<file path="src/logic/dps_map.svh">
// Constants of the command slot and write data port
`ifndef DPS_MAP_SVH
`define DPS_MAP_SVH

// ----------------------------------------------------------------------
// Slot framing
// ----------------------------------------------------------------------
`define DPS_SLOTS 4
`define DPS_BITS_PER_PIN 8
`define DPS_BITS_PER_SLOT 2
`define DPS_IDLE_BYTE 8'hFF

// ----------------------------------------------------------------------
// Timing in system clocks
// ----------------------------------------------------------------------
`define DPS_CMD_LATENCY 2
`define DPS_WR_LAT_PLAIN 1
`define DPS_WR_LAT_ECC 2

// ----------------------------------------------------------------------
// Command field positions inside the address pins
// ----------------------------------------------------------------------
`define DPS_RAS_PIN 16
`define DPS_CAS_PIN 15
`define DPS_WE_PIN 14

// ----------------------------------------------------------------------
// Pending write request counter
// ----------------------------------------------------------------------
`define DPS_PEND_W 4
`define DPS_PEND_MAX 4'hF

`endif

</file>
<file path="src/logic/dps_pkg.sv">
// Types shared by the command slot and write data port
package dps_pkg;

  typedef enum logic [0:0] {
    DPS_DDR3 = 1'b0,
    DPS_DDR4 = 1'b1
  } dps_dram_t;

  typedef enum logic [1:0] {
    DPS_MASK_OFF = 2'b00,
    DPS_MASK_WITHOUT_INVERSION_CFG = 2'b01,
    DPS_MASK_WITH_READ_INVERSION_CFG = 2'b10,
    DPS_INVERSION_ONLY = 2'b11
  } dps_mask_cfg_t;

endpackage

</file>
<file path="src/logic/dps_slot_if.sv">
// Bundle between the port and its slot unpacker
`timescale 1ns/1ns
interface dps_slot_if #(
  parameter int AW = 17,
  parameter int BW = 2,
  parameter int GW = 2,
  parameter int CW = 2
);
  logic [7:0] act_bytes;
  logic [8*AW-1:0] addr_bytes;
  logic [8*BW-1:0] bank_bytes;
  logic [8*GW-1:0] bg_bytes;
  logic [8*CW-1:0] cs_bytes;
  logic [3:0] act_slot;
  logic [4*AW-1:0] addr_slot;
  logic [4*BW-1:0] bank_slot;
  logic [4*GW-1:0] bg_slot;
  logic [4*CW-1:0] cs_slot;
  logic [2:0] wr_count;

  modport port (
    output act_bytes, addr_bytes, bank_bytes, bg_bytes, cs_bytes,
    input act_slot, addr_slot, bank_slot, bg_slot, cs_slot, wr_count
  );
  modport unpack (
    input act_bytes, addr_bytes, bank_bytes, bg_bytes, cs_bytes,
    output act_slot, addr_slot, bank_slot, bg_slot, cs_slot, wr_count
  );
endinterface

</file>
<file path="src/logic/dps_slot_unpack.sv">
// Splits pin bytes into per-slot values and counts write commands
`timescale 1ns/1ns
`include "dps_map.svh"
module dps_slot_unpack #(
  parameter int AW = 17,
  parameter int BW = 2,
  parameter int GW = 2,
  parameter int CW = 2
) (
  dps_slot_if.unpack sif
);

  // Slot s lives in bits 2s+1:2s; both bits match, so the lower one is taken
  function automatic logic [3:0] pin_slots(input logic [7:0] b);
    logic [3:0] r;
    r = 4'h0;
    for (int s = 0; s < `DPS_SLOTS; s++) begin
      r[s] = b[`DPS_BITS_PER_SLOT*s];
    end
    return r;
  endfunction

  // ----------------------------------------------------------------------
  // Per pin unpacking, byte p drives pin p
  // ----------------------------------------------------------------------
  assign sif.act_slot = pin_slots(sif.act_bytes);

  genvar p, s;
  generate
    for (p = 0; p < AW; p++) begin : g_addr
      logic [3:0] t;
      assign t = pin_slots(sif.addr_bytes[8*p +: 8]);
      for (s = 0; s < 4; s++) begin : g_s
        assign sif.addr_slot[s*AW+p] = t[s];
      end
    end
    for (p = 0; p < BW; p++) begin : g_bank
      logic [3:0] t;
      assign t = pin_slots(sif.bank_bytes[8*p +: 8]);
      for (s = 0; s < 4; s++) begin : g_s
        assign sif.bank_slot[s*BW+p] = t[s];
      end
    end
    for (p = 0; p < GW; p++) begin : g_bg
      logic [3:0] t;
      assign t = pin_slots(sif.bg_bytes[8*p +: 8]);
      for (s = 0; s < 4; s++) begin : g_s
        assign sif.bg_slot[s*GW+p] = t[s];
      end
    end
    for (p = 0; p < CW; p++) begin : g_cs
      logic [3:0] t;
      assign t = pin_slots(sif.cs_bytes[8*p +: 8]);
      for (s = 0; s < 4; s++) begin : g_s
        assign sif.cs_slot[s*CW+p] = t[s];
      end
    end
  endgenerate

  // ----------------------------------------------------------------------
  // Write column commands: any rank selected, activate strobe high, RAS high, CAS low, WE low
  // ----------------------------------------------------------------------
  always_comb begin
    logic sel;
    logic [2:0] n;
    sel = 1'b0;
    n = 3'h0;
    for (int k = 0; k < `DPS_SLOTS; k++) begin
      sel = ~(&sif.cs_slot[k*CW +: CW]);
      if (sel && sif.act_slot[k] && sif.addr_slot[k*AW+`DPS_RAS_PIN] &&
          !sif.addr_slot[k*AW+`DPS_CAS_PIN] && !sif.addr_slot[k*AW+`DPS_WE_PIN]) begin
        n = n + 3'h1;
      end
    end
    sif.wr_count = n;
  end

endmodule

</file>
<file path="src/logic/dps_cmd_write_port.sv">
// Command slot and write data port of a DRAM physical layer
//
// Behaviour
// Four independent command slots per system clock
// Controller keeps both bits of a slot equal
// Slot 0 in low bit pair, sent first
// Higher input byte drives higher DRAM pin
// Activate pattern in a slot issues Activate
// CS and CAS low in slot issues read
// All-high slot becomes no-operation or deselect
// One slot equals one DRAM clock, order kept
// Controller alone ensures DRAM protocol legality
// Eight bits per lane carry whole burst
// Data one cycle after request, two with ECC
// No write buffer; data taken only then
// One active-high mask bit per data byte
// Mask used only in masking configurations
// One request pulse per accepted write command; the backlog saturates at 15, so writes beyond it get no request
// All slot inputs sampled together, atomically
`timescale 1ns/1ns
`include "dps_map.svh"
module dps_cmd_write_port #(
  parameter int ADDR_WIDTH = 17,
  parameter int BANK_WIDTH = 2,
  parameter int BANK_GROUP_WIDTH = 2,
  parameter int CS_WIDTH = 2,
  parameter int DQ_WIDTH = 8,
  parameter dps_pkg::dps_dram_t DRAM_TYPE = dps_pkg::DPS_DDR4,
  parameter bit DDR3_MASK_EN = 1'b1,
  parameter dps_pkg::dps_mask_cfg_t DDR4_MASK_CFG = dps_pkg::DPS_MASK_WITHOUT_INVERSION_CFG,
  parameter bit ECC_EN = 1'b0
) (
  input wire logic MCLK,
  input wire logic SYS_RST,
  input wire logic [7:0] SLOT_ACTIVATE_STROBE_N,
  input wire logic [ADDR_WIDTH*8-1:0] SLOT_ADDRESS_BITS,
  input wire logic [BANK_WIDTH*8-1:0] SLOT_BANK_BITS,
  input wire logic [BANK_GROUP_WIDTH*8-1:0] SLOT_BANK_GROUP_BITS,
  input wire logic [CS_WIDTH*8-1:0] SLOT_CHIP_SELECT_N,
  input wire logic [DQ_WIDTH*8-1:0] WRITE_BURST_DATA,
  input wire logic [DQ_WIDTH-1:0] WRITE_BYTE_MASK,
  output logic WRITE_DATA_REQUEST,
  output logic [3:0] DRAM_ACT_N,
  output logic [4*ADDR_WIDTH-1:0] DRAM_ADDR,
  output logic [4*BANK_WIDTH-1:0] DRAM_BANK,
  output logic [4*BANK_GROUP_WIDTH-1:0] DRAM_BANK_GROUP,
  output logic [4*CS_WIDTH-1:0] DRAM_CS_N,
  output logic DRAM_WR_VALID,
  output logic [DQ_WIDTH*8-1:0] DRAM_WR_DATA,
  output logic [DQ_WIDTH-1:0] DRAM_WR_MASK
);

  localparam int AW = ADDR_WIDTH;
  localparam int BW = BANK_WIDTH;
  localparam int GW = BANK_GROUP_WIDTH;
  localparam int CW = CS_WIDTH;
  localparam int DW = DQ_WIDTH * 8;

  // Mask pins carry data only in the configurations that have them
  function automatic bit mask_used(input dps_pkg::dps_dram_t t, input bit m3,
                                   input dps_pkg::dps_mask_cfg_t m4);
    if (t == dps_pkg::DPS_DDR3) begin
      return m3;
    end
    return (m4 == dps_pkg::DPS_MASK_WITHOUT_INVERSION_CFG) ||
           (m4 == dps_pkg::DPS_MASK_WITH_READ_INVERSION_CFG);
  endfunction

  localparam bit MASK_ON = mask_used(DRAM_TYPE, DDR3_MASK_EN, DDR4_MASK_CFG);

  typedef struct packed {
    logic [3:0] act;
    logic [4*AW-1:0] addr;
    logic [4*BW-1:0] bank;
    logic [4*GW-1:0] bg;
    logic [4*CW-1:0] cs;
  } dps_slots_t;

  typedef struct packed {
    dps_slots_t stage_a;
    dps_slots_t stage_b;
    logic [`DPS_PEND_W-1:0] pend;
    logic req;
    logic [1:0] req_pipe;
    logic wr_valid;
    logic [DW-1:0] wr_data;
    logic [DQ_WIDTH-1:0] wr_mask;
  } dps_state_t;

  dps_state_t st_r;
  dps_state_t st_nxt;

  dps_slot_if #(.AW(AW), .BW(BW), .GW(GW), .CW(CW)) sif ();

  // ----------------------------------------------------------------------
  // Slot unpacking
  // ----------------------------------------------------------------------
  assign sif.act_bytes = SLOT_ACTIVATE_STROBE_N;
  assign sif.addr_bytes = SLOT_ADDRESS_BITS;
  assign sif.bank_bytes = SLOT_BANK_BITS;
  assign sif.bg_bytes = SLOT_BANK_GROUP_BITS;
  assign sif.cs_bytes = SLOT_CHIP_SELECT_N;

  dps_slot_unpack #(.AW(AW), .BW(BW), .GW(GW), .CW(CW)) u_unpack (
    .sif(sif.unpack)
  );

  // ----------------------------------------------------------------------
  // Next state
  // ----------------------------------------------------------------------
  always_comb begin
    logic [`DPS_PEND_W:0] total;
    logic capture;
    total = '0;
    capture = 1'b0;
    st_nxt = st_r;

    // Whole cycle captured on one edge, then one more stage to the pins
    st_nxt.stage_a.act = sif.act_slot;
    st_nxt.stage_a.addr = sif.addr_slot;
    st_nxt.stage_a.bank = sif.bank_slot;
    st_nxt.stage_a.bg = sif.bg_slot;
    st_nxt.stage_a.cs = sif.cs_slot;
    // Slots pass unchanged, so activates, reads and idle slots keep position
    st_nxt.stage_b = st_r.stage_a;

    // Writes from one cycle may number up to four; requests go out one per cycle
    total = {1'b0, st_r.pend} + {{(`DPS_PEND_W-2){1'b0}}, sif.wr_count};
    st_nxt.req = (total != '0);
    if (total == '0) begin
      st_nxt.pend = '0;
    end else if (total - 1'b1 > {1'b0, `DPS_PEND_MAX}) begin
      st_nxt.pend = `DPS_PEND_MAX;
    end else begin
      st_nxt.pend = total[`DPS_PEND_W-1:0] - 1'b1;
    end

    st_nxt.req_pipe = {st_r.req_pipe[0], st_r.req};
    capture = ECC_EN ? st_r.req_pipe[1] : st_r.req_pipe[0];
    st_nxt.wr_valid = capture;
    if (capture) begin
      st_nxt.wr_data = WRITE_BURST_DATA;
      st_nxt.wr_mask = MASK_ON ? WRITE_BYTE_MASK : '0;
    end
  end

  // ----------------------------------------------------------------------
  // State register; idle slots after reset are all high
  // ----------------------------------------------------------------------
  always_ff @(posedge MCLK or posedge SYS_RST) begin
    if (SYS_RST) begin
      st_r.stage_a <= '1;
      st_r.stage_b <= '1;
      st_r.pend <= '0;
      st_r.req <= 1'b0;
      st_r.req_pipe <= 2'h0;
      st_r.wr_valid <= 1'b0;
      st_r.wr_data <= '0;
      st_r.wr_mask <= '0;
    end else begin
      st_r <= st_nxt;
    end
  end

  // ----------------------------------------------------------------------
  // Outputs
  // ----------------------------------------------------------------------
  assign WRITE_DATA_REQUEST = st_r.req;
  assign DRAM_ACT_N = st_r.stage_b.act;
  assign DRAM_ADDR = st_r.stage_b.addr;
  assign DRAM_BANK = st_r.stage_b.bank;
  assign DRAM_BANK_GROUP = st_r.stage_b.bg;
  assign DRAM_CS_N = st_r.stage_b.cs;
  assign DRAM_WR_VALID = st_r.wr_valid;
  assign DRAM_WR_DATA = st_r.wr_data;
  assign DRAM_WR_MASK = st_r.wr_mask;

endmodule

</file>
<file path="config.mk">
export PLATFORM = sky130hd
export DESIGN_NAME = dps_cmd_write_port
export DESIGN_NICKNAME = d
export VERILOG_FILES = /design/src/logic/dps_pkg.sv /design/src/logic/dps_slot_if.sv /design/src/logic/dps_slot_unpack.sv /design/src/logic/dps_cmd_write_port.sv
export VERILOG_INCLUDE_DIRS = /design/src /design/src/logic
export SDC_FILE = /design/constraint.sdc
export NUM_CORES = 1
export LEC_CHECK = 0
export BUFFER_PORTS_ARGS = -buffer_cell sky130_fd_sc_hd__clkbuf_2
export CORE_AREA = 5 5 167 169
export DETAILED_ROUTE_END_ITERATION = 10
export DIE_AREA = 0 0 172 174
export GPL_ROUTABILITY_DRIVEN = 0
export PLACE_DENSITY = 0.68
export SYNTH_ARGS = -nofsm -noshare
export SYNTH_HDL_FRONTEND = slang
export SYNTH_HIERARCHICAL = 1
export SYNTH_SLANG_ARGS = --single-unit
</file>
<file path="constraint.sdc">
create_clock -name MCLK -period 14.7 [get_ports MCLK]
set_clock_uncertainty 0.05 [all_clocks]
set_input_delay 1.47 -clock MCLK [delete_from_list [all_inputs] [get_ports MCLK]]
set_output_delay 1.47 -clock MCLK [all_outputs]
set_load 0.01 [all_outputs]
</file>
==> metrics, run 1 <==
die area 29900 um2; pin count of the biggest net entering global routing approximately 120; Pre-antenna DRT Iters 4; WL/cell approximately 16 um; Hold Fails Final Rpt 0; FMAX roughly 0.25 GHz; TritonCTS clock tree built; most frequent cell after synthesis buf_4; Post-Synth XOR/XNOR Area 0.413%; Residual DRC 0; Initial Util 39.0%; first-pass GRT wire length roughly 27 mm; pwr dens 175 nW/um2; # diodes 0; Hold-fix buffers, CTS 0; final WL 17.9 mm; CTS H-tree lvls 1; height of the die 174 um; Num CTS Buffers 29; CP max stage cell fa_1; Post-synth EDFFs 0; post-CTS sizing 0; synth warn 6; clk slew on worst S/H paths roughly 0.06 ns; final-report setup violation count 0; Post-synth ARST share 100%; R2R setup slack approximately 13 ns; worst setup path class in -> reg; top post-synthesis cells by count buf_4, dfstp_2, dfrtp_1; Max rail drop VDD 0.0926 mV; P_leak 5.37 nW; total gr overflow 0; Crit. End Element flop; Layout Nets 1051; GR Util All Layers 11.5%; post-route setup TNS 0 ns; final hold slack 0.298 ns; Placed Cells 1086; syn avg cell area 15.3 um2; synth top area cells dfstp_2, buf_4, dfrtp_1; Clock Latency Late Sink 0.55 ns; minimum clock period between 3 and 4 ns; top cell type by total area after synthesis dfstp_2; Die X 172 um; setup repair after global routing missed its margin false; Critical Path Fanout Max 5; top_reg_cell synth dfstp_2; Synth-to-Final Area Change 11.0%; flops & latches, synth ~270; setup ws final 10.76 ns; total I/O pin count 436; crit-path cells clkbuf_2 -> nand2_1 -> and4_1 -> ha_1 -> xnor2_2 -> ha_1 -> mux2_4 -> fa_1 -> xnor2_1 -> nand2_1 -> nor4_1 -> a31oi_1; syn nets 950; DRT iter0 DRCs 187; pre-CTS setup slack slightly above 10 ns; CTS sink cnt 271; Port Buffers 339; number of fill cells in the layout 2354; layout cells sized above 1 81.9%; post-route ant nets 0; Clock Tree Buf Depth 3; Adder-Cell Fraction of Synth Area 1.17%; simple-gate share of the synthesized area 1.48%; worst path arrival time approximately 4.3 ns; non-filler cells, final between 1000 and 1500; worst hold path type reg -> reg; Worst setup SP type input pin; post-synth top area share 48.9%; Worst-Margin Slew 0.954 ns; Distinct cells, synth 36; Synth Area in Compound Gates 0.765%; Slew HR 36.4%; Synth Instances 675; Placeable Area 26400 um2; WP data required 15.07 ns; antenna violations before repair 0; Pins Over Slew Limit 0; Power, Total around 2 mW; Vias/cell 4.04; hpwl dp 13.3 mm; postcts setup bufs 0; Clock Root Buffer clkbuf_16; fin crit share approximately 27%; status completed; main combinational cell family by area after synthesis buffers and inverters; critical path's largest stage delay approximately 0.47 ns; MaxCap Viol Count 0; mapped cell area between 10000 and 15000 um2; detailed-route via count 4604; vias in the first global route 4911; cell row count 60; part of the Yosys area used for sequential elements 68.1%; mux cell area share after synthesis around 8%
[placed cells by master, fill, tap and decap left out, drive strengths merged, types with 3 or more instances in the layout]
cell type	count
inv	9
nand2	7
clkinv	3
dfstp	192
ha	8
nand4	3
dfrtp	79
buf	3
xnor2	3
nor2	7
mux2	73
clkbuf	385
[layer usage]
layer / vias to the layer above / track usage, % / wire length [um]
met5: - / 0 / 0
met4: 0 / 3.96 / 531
li1: 2110 / - / -
met3: 42 / 4.32 / 2110
met2: 211 / 20.1 / 8990
met1: 2241 / 12.7 / 6260
[logic make-up (layout without fill, tap and decap cells)]
kind of cell,Yosys count,count (layout)
adder cells (fa/ha/maj),9,9
flip-flops,271,271
AND/OR/NAND/NOR,26,26
buffers and inverters,280,404
XOR/XNOR,4,4
AO/OA/AOI/OAI,11,11
multiplexers,74,74
[final timing paths]
check,start,cells after the start,to
setup / recovery,SLOT_CHIP_SELECT_N[0],12,st_r[79]
setup reg to reg,st_r[76],6,st_r[79]
min in group asynchronous,SYS_RST,2,DRAM_WR_DATA[53]
hold reg to reg,st_nxt[109],0,DRAM_ADDR[5]
max in group asynchronous,SYS_RST,4,st_nxt[72]
hold / removal,st_nxt[109],0,DRAM_ADDR[5]
[sequential cells by signal, summed over array words and instances, names as in the netlist]
register and count:
DRAM_ACT_N 4, DRAM_ADDR 68, DRAM_BANK 8, DRAM_BANK_GROUP 8, DRAM_CS_N 8, DRAM_WR_DATA 64, DRAM_WR_MASK 8, DRAM_WR_VALID 1
WRITE_DATA_REQUEST 1, st_nxt 97, st_r 4
[per-stage QoR]
step	cell area, um2	utilization (%)
detailed placement	10400	39.5
global placement	10400	39.5
finish	11400	43.3
global route	11400	43.3
CTS	11400	43.3
floorplan	10300	-
[area by class of cell]
| type | count | area (um2) | share of cell area, % |
|---|---|---|---|
| multi-input combinational | 124 | 1230 | 10.8 |
| sequential | 271 | 7020 | 61.4 |
| clock inverter | 8 | 114 | 0.995 |
| inverter | 8 | 37.5 | 0.328 |
| tap | 341 | 427 | 3.73 |
| clock buffer | 46 | 891 | 7.78 |
| timing repair buffer | 342 | 1720 | 15.0 |
[critical path, delay by kind of cell]
| kind | cells | cell delay (ns) |
|---|---|---|
| XOR/XNOR | 2 | 0.59 |
| buffers and inverters | 1 | 0.09 |
| adder cells (fa/ha/maj) | 3 | 1.06 |
| AND/OR/NAND/NOR | 4 | 0.71 |
| multiplexers | 1 | 0.29 |
| AO/OA/AOI/OAI | 1 | 0.08 |
[power breakdown]
| group | total [mW] | switching [mW] | internal (mW) |
|---|---|---|---|
| sequential | 0.915 | 0.0439 | 0.871 |
| clock | 0.733 | 0.282 | 0.452 |
| combinational | 0.353 | 0.182 | 0.171 |
(Power assumes the default switching activity.)
==> inputs of run 2 (changes only) <==
--- a/config.mk
+++ b/config.mk
@@ -7,11 +7,11 @@
 export NUM_CORES = 1
 export LEC_CHECK = 0
 export BUFFER_PORTS_ARGS = -buffer_cell sky130_fd_sc_hd__clkbuf_2
-export CORE_AREA = 5 5 167 169
+export CORE_AREA = 5 5 166 168
 export DETAILED_ROUTE_END_ITERATION = 10
-export DIE_AREA = 0 0 172 174
+export DIE_AREA = 0 0 171 173
 export GPL_ROUTABILITY_DRIVEN = 0
-export PLACE_DENSITY = 0.68
+export PLACE_DENSITY = 0.71
 export SYNTH_ARGS = -nofsm -noshare
 export SYNTH_HDL_FRONTEND = slang
 export SYNTH_HIERARCHICAL = 1
==> constraint.sdc (replaced) <==
create_clock -name MCLK -period 3.2 [get_ports MCLK]
set_clock_uncertainty 0.05 [all_clocks]
set_input_delay 0.32 -clock MCLK [delete_from_list [all_inputs] [get_ports MCLK]]
set_output_delay 0.32 -clock MCLK [all_outputs]
set_load 0.01 [all_outputs]
==> run 2 against run 1 <==
Worst hold slack improved by 0.0011 ns. Via count up 18%. Wire length rose by 18%. Power grew to 4.7 times the previous value. Critical path type unchanged. Largest cell class unchanged.
==> metrics, run 2 (synthesized netlist as in run 1, its figures left out) <==
WL/cell 16.1 um; Critical Path Fanout Max 4; DRT iter0 DRCs around 250; critical path's largest stage delay 0.56 ns; Hold Path Cell Cnt 0; WHS Endpoint DRAM_ADDR[35]; crit-path cells dlygate4sd3_1 -> clkbuf_2 -> and4_1 -> ha_1 -> xnor2_2 -> ha_1 -> mux2_4 -> fa_2 -> inv_2 -> ha_4 -> nor3_4 -> o211ai_1 -> a31oi_1; Clock Tree Buf Depth 3; final-report setup violation count 0; Max rail drop VDD 0.442 mV; Residual DRC 0; final hold slack 0.299 ns; cell row count 59; total I/O pin count 436; pin count of the biggest net entering global routing 74; R2R setup slack 1.24 ns; Crit. End Element flop; commonest non-fill, non-tap cells in the layout clkbuf_2, dfstp_2, dlygate4sd3_1, dfrtp_1, mux2_2; Vias/cell 4.14; Pins Over Slew Limit 0; Num CTS Buffers 28; Port Buffers around 340; Hold Fails Final Rpt 0; hpwl dp about 14 mm; fin crit share 95.4%; FMAX 0.328 GHz; first-pass GRT wire length approximately 33 mm; hold_sp st_nxt[139]; Clock Latency Late Sink around 0.52 ns; CTS sink cnt 271; setup repair after global routing missed its margin false; MaxCap Viol Count 0; TritonCTS clock tree built; worst setup path class in -> reg; Placeable Area 25800 um2; pwr dens 710 nW/um2; most used cell, CP ha_1; Clock Root Buffer clkbuf_16; GR Util All Layers 13.9%; Placed Cells 1090; Util after Layout 51.5%; Layout Nets 1231; antenna violations before repair 1; layout cells sized above 1 69.0%; die area 29600 um2; final WL 21.1 mm; R2R cell count 7; total gr overflow 0; Crit Reg-Reg Startpoint st_r[76]; status completed; CP max stage cell fa_2; Worst-Margin Slew roughly 1.0 ns; Reg-to-Reg End st_r[79]; most common cell after layout, fill and taps aside clkbuf_2; detailed-route via count ~5400; Worst setup SP type input pin; Initial Util 40.0%; worst path arrival time approximately 3.5 ns; Slew HR 32.9%; worst hold path type reg -> reg; height of the die 173 um; P_leak 6.12 nW; post-route ant nets 0; vias in the first global route 6321; CTS H-tree lvls 1; clk slew on worst S/H paths about 0.060 ns; Largest register FFs 97; Pre-antenna DRT Iters 4; WP data required 3.60 ns; Die X 171 um; Synth-to-Final Area Change 28.7%; minimum clock period 3.05 ns; non-filler cells, final 1314
## run 2: changes by cell type in the layout (fill, tap and decap cells not counted), moves of 2 or more
cell           delta
a21oi_1           -2
dlygate4sd3_1   +169
clkbuf_1          -2
clkbuf_8          +2
buf_4             +9
buf_12            +3
ha_1              -2
a21oi_2           +2
## run 2: worst max-delay path, delay by kind of cell
family          cells  cell delay [ns]
xor+xnor            1             0.15
fa+ha+maj           4             1.36
compound gates      2             0.26
buf+inv             3             0.71
simple gates        2             0.35
mux                 1             0.29
## run 2: metrics by stage
step | area [um2] | setup slack [ns] | setup TNS [ns] | power, mW
final | 13300 | 0.147 | 0 | 9.42
after global routing | 13300 | 0.0161 | 0 | 9.89
after CTS | 13200 | 0.00780 | 0 | 9.45
after detailed placement | 10500 | -0.0429 | -0.0429 | 5.97
after global placement | 10500 | -0.0194 | -0.0194 | 5.90
after floorplan | 10300 | -0.595 | -46.98 | 5.81
## run 2: layout make-up
| cell class | count | area (um2) |
|---|---|---|
| timing repair buffer | 523 | 3540 |
| antenna | 1 | 2.50 |
| clock inverter | 7 | 80.1 |
| inverter | 8 | 33.8 |
| multi-input combinational | 124 | 1280 |
| fill | 2043 | 12500 |
| clock buffer | 45 | 886 |
| sequential | 271 | 7030 |
| tap | 335 | 419 |
## run 2: worst max path at each step
stage	from	endpoint	cells past startpoint	slack (ns)
CTS	SLOT_CHIP_SELECT_N[10]	st_r[79]	15	0.008
finish	SLOT_ACTIVATE_STROBE_N[0]	st_r[79]	13	0.15
detailed placement	SLOT_ADDRESS_BITS[122]	st_r[79]	14	-0.04
global placement	SLOT_ADDRESS_BITS[122]	st_r[79]	14	-0.02
floorplan	SYS_RST	DRAM_WR_DATA[0]	1	-0.59
global route	SLOT_CHIP_SELECT_N[10]	st_r[79]	15	0.02
## run 2: layer usage
layer	wire, um	GRT usage (%)
met5	0	0
met4	899	6.04
met3	2060	4.41
met2	11100	25.2
met1	7070	14.5
## run 2: report_power, final
group,internal [mW],total (mW),switching (mW),leakage [nW]
combinational,0.980,1.75,0.771,2.72
sequential,4.00,4.41,0.402,2.94
clock,1.98,3.26,1.29,0.470
## run 2: repair_timing
item                                   CTS  global route
gates resized for setup                  0            11
buffers inserted                         0             2
endpoints found under the hold margin  176             0
setup endpoints to repair                0             4
hold buffers                           169             0
